## src/rtl/sr_latch_pkg.sv

```systemverilog
package sr_latch_pkg;

  // ----------------------------------------------------------------
  // register map
  // ----------------------------------------------------------------
  localparam logic [11:0] ctrl0_addr = 12'h000;
  localparam logic [11:0] prescale_addr = 12'h004;
  localparam logic [11:0] pin_cfg_addr = 12'h008;
  localparam logic [11:0] status_addr = 12'h00c;

  localparam logic [7:0] ctrl0_reset = 8'h00;
  localparam logic [1:0] prescale_reset = 2'h0;
  localparam logic [3:0] pin_cfg_reset = 4'h0;

  // ----------------------------------------------------------------
  // latch_control_0 fields
  // ----------------------------------------------------------------
  localparam int pin2_sel_bit = 7;
  localparam int pin1_sel_bit = 6;
  localparam int cmp1_set_en_bit = 5;
  localparam int cmp2_reset_en_bit = 4;
  localparam int soft_set_bit = 3;
  localparam int soft_reset_bit = 2;
  localparam int set_clk_en_bit = 0;
  localparam logic [7:0] ctrl0_store_mask = 8'hf1;

  // ----------------------------------------------------------------
  // latch_clock_prescale and own registers
  // ----------------------------------------------------------------
  localparam int div_sel_lsb = 6;
  // pin config: [0] dir1 [1] dir2 [2] oe1 [3] oe2
  localparam int dir1_bit = 0;
  localparam int dir2_bit = 1;
  localparam int oe1_bit = 2;
  localparam int oe2_bit = 3;
  // status: [0] cmp1 [1] cmp2 [2] q
  localparam int div_width = 7;
  localparam int sync_stages = 2;

endpackage

```

## src/rtl/set_clock_div.sv

```systemverilog
`timescale 1ns/1ns
`default_nettype none
module set_clock_div #(
  parameter int width = sr_latch_pkg::div_width
) (
  // clock and reset
  input wire logic pclk,
  input wire logic presetn,
  // rate select: period is 16 << sel
  input wire logic [1:0] sel,
  output logic tick
);
  logic [width-1:0] count;
  logic [width-1:0] last;

  always_comb begin
    last = ({{(width-4){1'b0}}, 4'hf} << sel) | {{(width-4){1'b0}}, 4'hf};
  end

  // free-running divider, one pulse per period
  always_ff @(posedge pclk or negedge presetn) begin
    if (!presetn) begin
      count <= '0;
    end else if (count >= last) begin
      count <= '0;
    end else begin
      count <= count + 1'b1;
    end
  end

  assign tick = (count == last);

  a_tick_period: assert property (@(posedge pclk) disable iff (!presetn)
    tick && $stable(sel) ##1 $stable(sel) |-> !tick ##14 !tick)
    else $error("set clock pulses too close");
endmodule
`default_nettype wire

```

## src/rtl/sr_latch_out.sv

```systemverilog
`timescale 1ns/1ns
`default_nettype none
module sr_latch_out (
  // clock and reset
  input wire logic pclk,
  input wire logic presetn,
  // apb slave
  input wire logic psel,
  input wire logic penable,
  input wire logic pwrite,
  input wire logic [11:0] paddr,
  input wire logic [31:0] pwdata,
  input wire logic [3:0] pstrb,
  output logic [31:0] prdata,
  output logic pready,
  output logic pslverr,
  // comparator outputs
  input wire logic cmp1_output,
  input wire logic cmp2_output,
  // pins
  output logic pin1_out,
  output logic pin1_oe,
  output logic pin2_out,
  output logic pin2_oe
);

  // ----------------------------------------------------------------
  // register state
  // ----------------------------------------------------------------
  logic [7:0] latch_control_0;
  logic [1:0] set_clock_divider_select;
  logic [3:0] pin_cfg;
  logic cmp1_s;
  logic cmp2_s;
  logic q;
  logic latch_set_clock;
  logic soft_set;
  logic soft_reset;
  logic set_in;
  logic reset_in;
  logic wr;
  logic rd;
  logic mapped;
  logic wr_ctrl0;
  logic wr_prescale;
  logic wr_pin_cfg;
  logic [31:0] next_prdata;
  logic [7:0] tick_gap;
  logic gap_valid;

  sync2 u_sync1 (
    .pclk(pclk),
    .presetn(presetn),
    .din(cmp1_output),
    .dout(cmp1_s)
  );

  sync2 u_sync2 (
    .pclk(pclk),
    .presetn(presetn),
    .din(cmp2_output),
    .dout(cmp2_s)
  );

  set_clock_div u_div (
    .pclk(pclk),
    .presetn(presetn),
    .sel(set_clock_divider_select),
    .tick(latch_set_clock)
  );

  // ----------------------------------------------------------------
  // apb decode
  // ----------------------------------------------------------------
  assign pready = 1'b1;
  assign wr = psel && penable && pwrite && pstrb[0];
  // read data is fetched in the setup cycle so it stands at the access edge
  assign rd = psel && !penable && !pwrite;
  assign wr_ctrl0 = wr && (paddr == sr_latch_pkg::ctrl0_addr);
  assign wr_prescale = wr && (paddr == sr_latch_pkg::prescale_addr);
  assign wr_pin_cfg = wr && (paddr == sr_latch_pkg::pin_cfg_addr);
  assign mapped = (paddr == sr_latch_pkg::ctrl0_addr) ||
                  (paddr == sr_latch_pkg::prescale_addr) ||
                  (paddr == sr_latch_pkg::pin_cfg_addr) ||
                  (paddr == sr_latch_pkg::status_addr);
  assign pslverr = psel && penable && !mapped;

  // pulse bits are never stored, so they read as zero
  always_ff @(posedge pclk or negedge presetn) begin
    if (!presetn) begin
      latch_control_0 <= sr_latch_pkg::ctrl0_reset;
    end else if (wr_ctrl0) begin
      latch_control_0 <= pwdata[7:0] & sr_latch_pkg::ctrl0_store_mask;
    end
  end

  always_ff @(posedge pclk or negedge presetn) begin
    if (!presetn) begin
      soft_set <= 1'b0;
      soft_reset <= 1'b0;
    end else begin
      soft_set <= wr && paddr == sr_latch_pkg::ctrl0_addr &&
                  pwdata[sr_latch_pkg::soft_set_bit];
      soft_reset <= wr && paddr == sr_latch_pkg::ctrl0_addr &&
                    pwdata[sr_latch_pkg::soft_reset_bit];
    end
  end

  always_ff @(posedge pclk or negedge presetn) begin
    if (!presetn) begin
      set_clock_divider_select <= sr_latch_pkg::prescale_reset;
    end else if (wr_prescale) begin
      set_clock_divider_select <= pwdata[sr_latch_pkg::div_sel_lsb +: 2];
    end
  end

  always_ff @(posedge pclk or negedge presetn) begin
    if (!presetn) begin
      pin_cfg <= sr_latch_pkg::pin_cfg_reset;
    end else if (wr_pin_cfg) begin
      pin_cfg <= pwdata[3:0];
    end
  end

  always_comb begin
    case (paddr)
      sr_latch_pkg::ctrl0_addr: next_prdata = {24'h000000, latch_control_0};
      sr_latch_pkg::prescale_addr:
        next_prdata = {24'h000000, set_clock_divider_select, 6'h00};
      sr_latch_pkg::pin_cfg_addr: next_prdata = {28'h0000000, pin_cfg};
      sr_latch_pkg::status_addr: next_prdata = {29'h0, q, cmp2_s, cmp1_s};
      default: next_prdata = 32'h0000_0000;
    endcase
  end

  always_ff @(posedge pclk or negedge presetn) begin
    if (!presetn) begin
      prdata <= 32'h0000_0000;
    end else if (rd) begin
      prdata <= next_prdata;
    end
  end

  // ----------------------------------------------------------------
  // latch
  // ----------------------------------------------------------------
  assign set_in = (latch_control_0[sr_latch_pkg::cmp1_set_en_bit] && cmp1_s) ||
                  soft_set ||
                  (latch_control_0[sr_latch_pkg::set_clk_en_bit] && latch_set_clock);
  assign reset_in = (latch_control_0[sr_latch_pkg::cmp2_reset_en_bit] && cmp2_s) ||
                    soft_reset;

  always_ff @(posedge pclk or negedge presetn) begin
    if (!presetn) begin
      q <= 1'b0;
    end else if (reset_in) begin
      q <= 1'b0;
    end else if (set_in) begin
      q <= 1'b1;
    end
  end

  // ----------------------------------------------------------------
  // output multiplexers
  // ----------------------------------------------------------------
  always_ff @(posedge pclk or negedge presetn) begin
    if (!presetn) begin
      pin1_out <= 1'b0;
      pin2_out <= 1'b0;
      pin1_oe <= 1'b0;
      pin2_oe <= 1'b0;
    end else begin
      pin1_out <= latch_control_0[sr_latch_pkg::pin1_sel_bit] ? q : cmp1_s;
      pin2_out <= latch_control_0[sr_latch_pkg::pin2_sel_bit] ? !q : cmp2_s;
      pin1_oe <= !pin_cfg[sr_latch_pkg::dir1_bit] && pin_cfg[sr_latch_pkg::oe1_bit];
      pin2_oe <= !pin_cfg[sr_latch_pkg::dir2_bit] && pin_cfg[sr_latch_pkg::oe2_bit];
    end
  end

  // ----------------------------------------------------------------
  // checks
  // ----------------------------------------------------------------
  a_pin2_mux: assert property (@(posedge pclk) disable iff (!presetn)
    ##1 pin2_out == ($past(latch_control_0[7]) ? !$past(q) : $past(cmp2_s)))
    else $error("pin 2 mux wrong");

  a_pin1_mux: assert property (@(posedge pclk) disable iff (!presetn)
    ##1 pin1_out == ($past(latch_control_0[6]) ? $past(q) : $past(cmp1_s)))
    else $error("pin 1 mux wrong");

  a_reset_dominant: assert property (@(posedge pclk) disable iff (!presetn)
    reset_in && set_in |=> !q)
    else $error("latch not reset dominant");

  a_cmp1_set: assert property (@(posedge pclk) disable iff (!presetn)
    latch_control_0[5] && cmp1_s && !reset_in |=> q)
    else $error("comparator 1 did not set latch");

  a_cmp2_reset: assert property (@(posedge pclk) disable iff (!presetn)
    latch_control_0[4] && cmp2_s |=> !q)
    else $error("comparator 2 did not reset latch");

  a_soft_set: assert property (@(posedge pclk) disable iff (!presetn)
    wr && paddr == 12'h000 && pwdata[3] |=> soft_set ##1 (!soft_set || $past(wr)))
    else $error("soft set pulse wrong");

  a_soft_clear_bits: assert property (@(posedge pclk) disable iff (!presetn)
    latch_control_0[3:1] == 3'h0)
    else $error("pulse bits not self clearing");

  a_latch_hold: assert property (@(posedge pclk) disable iff (!presetn)
    !set_in && !reset_in |=> q == $past(q))
    else $error("latch did not hold");

  a_pin_enable: assert property (@(posedge pclk) disable iff (!presetn)
    pin_cfg[0] |=> !pin1_oe)
    else $error("pin 1 driven while input");

  a_clock_gate: assert property (@(posedge pclk) disable iff (!presetn)
    !latch_control_0[0] && !soft_set && !(latch_control_0[5] && cmp1_s) |-> !set_in)
    else $error("set clock leaked to latch");

  // ----------------------------------------------------------------
  // set clock period watch
  // ----------------------------------------------------------------
  // a rate change drops gap_valid, so only whole periods are compared
  always_ff @(posedge pclk or negedge presetn) begin
    if (!presetn) begin
      tick_gap <= 8'h00;
      gap_valid <= 1'b0;
    end else if (wr_prescale) begin
      tick_gap <= 8'h00;
      gap_valid <= 1'b0;
    end else if (latch_set_clock) begin
      tick_gap <= 8'h01;
      gap_valid <= 1'b1;
    end else if (tick_gap != 8'hff) begin
      tick_gap <= tick_gap + 8'h01;
    end
  end

  a_tick_gap: assert property (@(posedge pclk) disable iff (!presetn)
    latch_set_clock && gap_valid |-> tick_gap == (8'h10 << set_clock_divider_select))
    else $error("set clock period wrong");

  a_tick_single: assert property (@(posedge pclk) disable iff (!presetn)
    latch_set_clock |=> !latch_set_clock)
    else $error("set clock pulse too long");

  a_sel_write: assert property (@(posedge pclk) disable iff (!presetn)
    wr_prescale |=> set_clock_divider_select == $past(pwdata[7:6]))
    else $error("prescale select not stored");

  a_pin2_dir_off: assert property (@(posedge pclk) disable iff (!presetn)
    pin_cfg[sr_latch_pkg::dir2_bit] |=> !pin2_oe)
    else $error("pin 2 driven while input");

  a_pin1_oe_on: assert property (@(posedge pclk) disable iff (!presetn)
    !pin_cfg[sr_latch_pkg::dir1_bit] && pin_cfg[sr_latch_pkg::oe1_bit] |=> pin1_oe)
    else $error("pin 1 not driven");

  a_pin2_oe_on: assert property (@(posedge pclk) disable iff (!presetn)
    !pin_cfg[sr_latch_pkg::dir2_bit] && pin_cfg[sr_latch_pkg::oe2_bit] |=> pin2_oe)
    else $error("pin 2 not driven");

  a_pin1_oe_gate: assert property (@(posedge pclk) disable iff (!presetn)
    !pin_cfg[sr_latch_pkg::oe1_bit] |=> !pin1_oe)
    else $error("pin 1 driven without enable");

  a_pin2_oe_gate: assert property (@(posedge pclk) disable iff (!presetn)
    !pin_cfg[sr_latch_pkg::oe2_bit] |=> !pin2_oe)
    else $error("pin 2 driven without enable");

  a_soft_reset: assert property (@(posedge pclk) disable iff (!presetn)
    wr_ctrl0 && pwdata[sr_latch_pkg::soft_reset_bit] |=> soft_reset ##1 !q)
    else $error("soft reset pulse wrong");

  a_soft_set_q: assert property (@(posedge pclk) disable iff (!presetn)
    soft_set && !reset_in |=> q)
    else $error("soft set did not set latch");

  a_set_pulse_once: assert property (@(posedge pclk) disable iff (!presetn)
    !(wr_ctrl0 && pwdata[sr_latch_pkg::soft_set_bit]) |=> !soft_set)
    else $error("soft set pulse without write");

  a_reset_pulse_once: assert property (@(posedge pclk) disable iff (!presetn)
    !(wr_ctrl0 && pwdata[sr_latch_pkg::soft_reset_bit]) |=> !soft_reset)
    else $error("soft reset pulse without write");

  a_clock_sets: assert property (@(posedge pclk) disable iff (!presetn)
    latch_control_0[sr_latch_pkg::set_clk_en_bit] && latch_set_clock && !reset_in |=> q)
    else $error("set clock did not set latch");

  a_cmp1_ignored: assert property (@(posedge pclk) disable iff (!presetn)
    !latch_control_0[5] && !soft_set && !(latch_control_0[0] && latch_set_clock) && !q
    |=> !q)
    else $error("comparator 1 set latch while disabled");

  a_cmp2_ignored: assert property (@(posedge pclk) disable iff (!presetn)
    !latch_control_0[4] && !soft_reset && q |=> q)
    else $error("comparator 2 reset latch while disabled");

  a_mux_reset_default: assert property (@(posedge pclk) disable iff (!presetn)
    $rose(presetn) |-> !latch_control_0[7] && !latch_control_0[6])
    else $error("output mux not default after reset");

  a_status_read: assert property (@(posedge pclk) disable iff (!presetn)
    rd && paddr == sr_latch_pkg::status_addr
    |=> prdata == {29'h0, $past(q), $past(cmp2_s), $past(cmp1_s)})
    else $error("status read wrong");

  a_unmapped_zero: assert property (@(posedge pclk) disable iff (!presetn)
    rd && !mapped |=> prdata == 32'h0000_0000)
    else $error("unmapped read not zero");

  a_prescale_read: assert property (@(posedge pclk) disable iff (!presetn)
    rd && paddr == sr_latch_pkg::prescale_addr
    |=> prdata[5:0] == 6'h00 && prdata[31:8] == 24'h000000)
    else $error("prescale spare bits not zero");

  a_ctrl_read_bits: assert property (@(posedge pclk) disable iff (!presetn)
    rd && paddr == sr_latch_pkg::ctrl0_addr
    |=> prdata[3:1] == 3'h0 && prdata[31:8] == 24'h000000)
    else $error("control spare bits not zero");

  a_q_fall_cause: assert property (@(posedge pclk) disable iff (!presetn)
    $fell(q) |-> $past(reset_in))
    else $error("latch cleared without reset");

  a_q_rise_cause: assert property (@(posedge pclk) disable iff (!presetn)
    $rose(q) |-> $past(set_in) && !$past(reset_in))
    else $error("latch set without set");

endmodule
`default_nettype wire

```

## src/rtl/sync2.sv

```systemverilog
`timescale 1ns/1ns
`default_nettype none
module sync2 (
  // clock and reset
  input wire logic pclk,
  input wire logic presetn,
  // data
  input wire logic din,
  output logic dout
);
  logic first;

  always_ff @(posedge pclk or negedge presetn) begin
    if (!presetn) begin
      first <= 1'b0;
      dout <= 1'b0;
    end else begin
      first <= din;
      dout <= first;
    end
  end
endmodule
`default_nettype wire
```

## config.mk

```make
export PLATFORM = sky130hd
export DESIGN_NAME = sr_latch_out
export DESIGN_NICKNAME = d
export VERILOG_FILES = /design/src/rtl/sr_latch_pkg.sv /design/src/rtl/set_clock_div.sv /design/src/rtl/sr_latch_out.sv /design/src/rtl/sync2.sv
export SDC_FILE = /design/constraint.sdc
export NUM_CORES = 1
export LEC_CHECK = 0
export ABC_AREA = 1
export BUFFER_PORTS_ARGS = -buffer_cell sky130_fd_sc_hd__buf_2
export CORE_MARGIN = 5
export CORE_UTILIZATION = 40
export CTS_CLUSTER_DIAMETER = 120
export DETAILED_ROUTE_END_ITERATION = 10
export HOLD_SLACK_MARGIN = 0.15
export PLACE_DENSITY = 0.7
export SYNTH_ARGS = -nofsm -noshare
export SYNTH_HDL_FRONTEND = slang
export SYNTH_SLANG_ARGS = --single-unit
export TNS_END_PERCENT = 20
```

## constraint.sdc

```tcl
create_clock -name pclk -period 1.6 [get_ports pclk]
set_input_delay 0.32 -clock pclk [delete_from_list [all_inputs] [get_ports pclk]]
set_output_delay 0.32 -clock pclk [all_outputs]
set_load 0.05 [all_outputs]
```

==> flow_metrics.tcl <==
set metrics [dict create \
    grt_pass1_vias 1424 \
    first_iter_violations 70 \
    cts.sinks 37 \
    cp.required_ns 1.80 \
    worst-path-buf-inv 0 \
    die_h_um 80.8 \
    fin_nets 333 \
    combPwrFrac_pct 14.4 \
    place_congestion 0.756 \
    antennaDiodeCount 0 \
    first_pass_iters 4 \
    clock_skew_ns 0.00438 \
    wl_met3_um 165 \
    final_util_pct 49.7 \
    critPathMaxStageDelay_ns 0.39 \
    yosysSeqAreaShare_pct 46.1 \
    clkLatencyLatePin_ns 0.28 \
    crit-reg2reg-launch "set_clock_divider_select[0]" \
    area_delta_synth_final_pct 18.5 \
    power_leakage_nw 1.27 \
    tns_ns 0 \
    drc_errors 0 \
    die_area_mm2 0.00653 \
    power_switching_mw 0.507 \
    via_per_inst 4.27 \
    grt_setup_unrepaired "yes" \
    core_mm2 0.00479 \
    min_period_ns 1.48 \
    power_density_mw_per_mm2 762 \
    rr_endpoint "u_div.count[5]" \
    cts.clk_slew.worst_paths_ns 0.07 \
    cap_violations 0 \
    antenna_found_initial 0 \
    synth-edff-count 0 \
    r2r_setup_slack_ns 0.12 \
    routed_wl_mm 3.82 \
    async_flop_share_pct 100 \
    std_cell_rows 25 \
    switching_share_pct 28.0 \
    cp.arrival_ns 1.68 \
    cts.path.max_buffers 2 \
    worstSetupPathType "reg2reg" \
    wl_met2_mm 2.10 \
    max_freq_mhz 677 \
    hold_path.startpoint "pwdata[5]" \
    start_kind "register" \
    grt_max_degree 38 \
    end_kind "register" \
    dp_hpwl_mm 3.02 \
    ys_warn_count 0 \
    cts-root-buf "clkbuf_8" \
    cp_slowest_cell "dfrtp_1" \
    synthTopCellsByCount "nand2_1 (43), dfrtp_1 (37), inv_1 (26)" \
    crit_chain "nor2_1, ha_1, nand3_2, nor2_4, nand3b_1, nor3_2" \
    synthMostInstantiatedCell "nand2_1" \
    hold_depth 3 \
    hold_class "in2reg" \
    maxSlewViolCount 0 \
    grt_pass1_wl_mm 6.15 \
    cts_tree "yes" \
    wire_per_inst_um 11.2 \
    p_seq_share_pct 52.5 \
    m1WireLength_mm 1.52 \
    io_pins 93 \
    worst-path-max-fanout 7 \
    drtAntennaViolNets 0 \
    cts_inserted_buffers 5 \
    grt_usage_pct 12.2 \
    path_delay_family "simple AND/OR/NAND/NOR gates" \
    status "completed" \
    intPower_mw 1.30 \
    vias 1459 \
    synth_cell_type_count 29 \
    netlist.area_leader.share_pct 46.1 \
    clkPwrFrac_pct 33.2 \
    peakVddDrop_mv 0.552 \
    top_layer "met4" \
    syn_area_mm2 0.00201 \
    synth.area.top_cells "dfrtp_1 (46%), buf_4 (9.4%), nand2_1 (8.0%), inv_1 (4.9%), nor2_1 (3.9%)" \
    ys_ff_latch 37 \
    syn_inst 223 \
    worstRegToRegCells 6 \
    initial_core_util_pct 41.9 \
    finalCritPeriodShare_pct 92.3 \
    setup-violations-final 0 \
    drive_gt1_share_pct 31.6 \
    grt-ovfl-total 0 \
    dieWidth_um 80.8 \
    ys.flop_type "dfrtp_1" \
    cts_max_level 2 \
    hold_viol_final 0 \
    hold_path_end "latch_control_0[5]" \
    io_buffers 40 \
    avgSynthCellArea_um2 9.00 \
    synth_top_area_cell "dfrtp_1" \
]
==> cell usage in the layout (no fill, tap or decap), types with 4 or more instances in the layout <==
cell type,synthesis,layout
dfrtp_1,37,37
a21oi_1,6,5
buf_4,25,4
buf_2,0,40
inv_1,26,25
o21ai_1,11,11
nand2_1,43,43
conb_1,2,25
o21ai_2,4,4
nor2_1,21,20
clkbuf_8,0,5
nand2_2,6,6
nand3_2,7,8
nand3_1,6,5
==> worst max path at each step <==
| stage | cells past startpoint | startpoint | slack [ns] | to |
|---|---|---|---|---|
| after detailed placement | 6 | set_clock_divider_select[1] | 0.03 | u_div.count[5] |
| after CTS | 6 | set_clock_divider_select[1] | 0.01 | u_div.count[5] |
| after global placement | 6 | set_clock_divider_select[1] | 0.03 | u_div.count[5] |
| final | 6 | set_clock_divider_select[0] | 0.12 | u_div.count[5] |
| after global routing | 7 | set_clock_divider_select[0] | -0.04 | u_div.count[5] |
| after floorplan | 5 | paddr[7] | 0.08 | pslverr |
==> power groups by stage <==
stage	sequential (mW)	combinational, mW	clock (mW)
floorplan	0.980	0.219	0
global placement	0.967	0.254	0
detailed placement	0.968	0.256	0
CTS	0.950	0.261	0.623
global route	0.951	0.279	0.655
finish	0.950	0.260	0.600
==> stage by stage <==
stage / area (um^2) / instances / power (mW) / hold slack [ns] / setup WS, ns
floorplan: 2100 / 246 / 1.20 / 0.0244 / 0.0833
global placement: 2220 / 330 / 1.22 / 0.332 / 0.0268
detailed placement: 2220 / 330 / 1.22 / 0.343 / 0.0300
CTS: 2330 / 341 / 1.83 / 0.234 / 0.0147
global route: 2380 / 342 / 1.89 / 0.240 / -0.0419
finish: 2380 / 342 / 1.81 / 0.240 / 0.123
==> kinds of logic (layout without fill, tap and decap cells) <==
logic type / count (synthesis) / in the layout / share of synthesized area [%]
other: 2 / 25 / 0.374
AND/OR/NAND/NOR: 98 / 98 / 26.0
buffers and inverters: 54 / 83 / 15.6
adder cells (fa/ha/maj): 4 / 4 / 2.49
AO/OA/AOI/OAI: 26 / 26 / 8.54
XOR/XNOR: 2 / 2 / 0.873
flip-flops: 37 / 37 / 46.1
==> registers in the layout, indices dropped and copies added (netlist names), 2 cells and up <==
name,count
latch_control_0,5
pin_cfg,4
prdata,8
set_clock_divider_select,2
u_div.count,7
==> per-layer routing <==
layer  GRT usage (%)  vias to the layer above
met2            22.3                       30
li1                -                      752
met5               0                        -
met3            3.33                        4
met4            3.04                        0
met1            14.1                      673
==> worst reg2reg max path, stage by stage (launching register included) <==
cell and delay (ns):
dfrtp_1 0.39, nor2_1 0.12, ha_1 0.25, nand3_2 0.10
nor2_4 0.04, nand3b_1 0.31, nor3_2 0.18
==> what timing repair did <==
| action | in CTS | in global routing |
|---|---|---|
| gates resized for setup | 0 | 7 |
| setup endpoints to repair | 0 | 7 |
| hold endpoints to repair | 39 | 0 |
| hold buffers | 3 | 0 |
| setup buffers | 0 | 1 |
==> cell type report <==
| type | instances | area [um^2] |
|---|---|---|
| Fill cell | 478 | 2410 |
| Sequential cell | 37 | 926 |
| Multi-Input combinational cell | 155 | 901 |
| Timing Repair Buffer | 48 | 280 |
| Inverter | 27 | 106 |
| Tap cell | 67 | 83.8 |
| Clock buffer | 8 | 80.1 |
(Power assumes the default switching activity.)
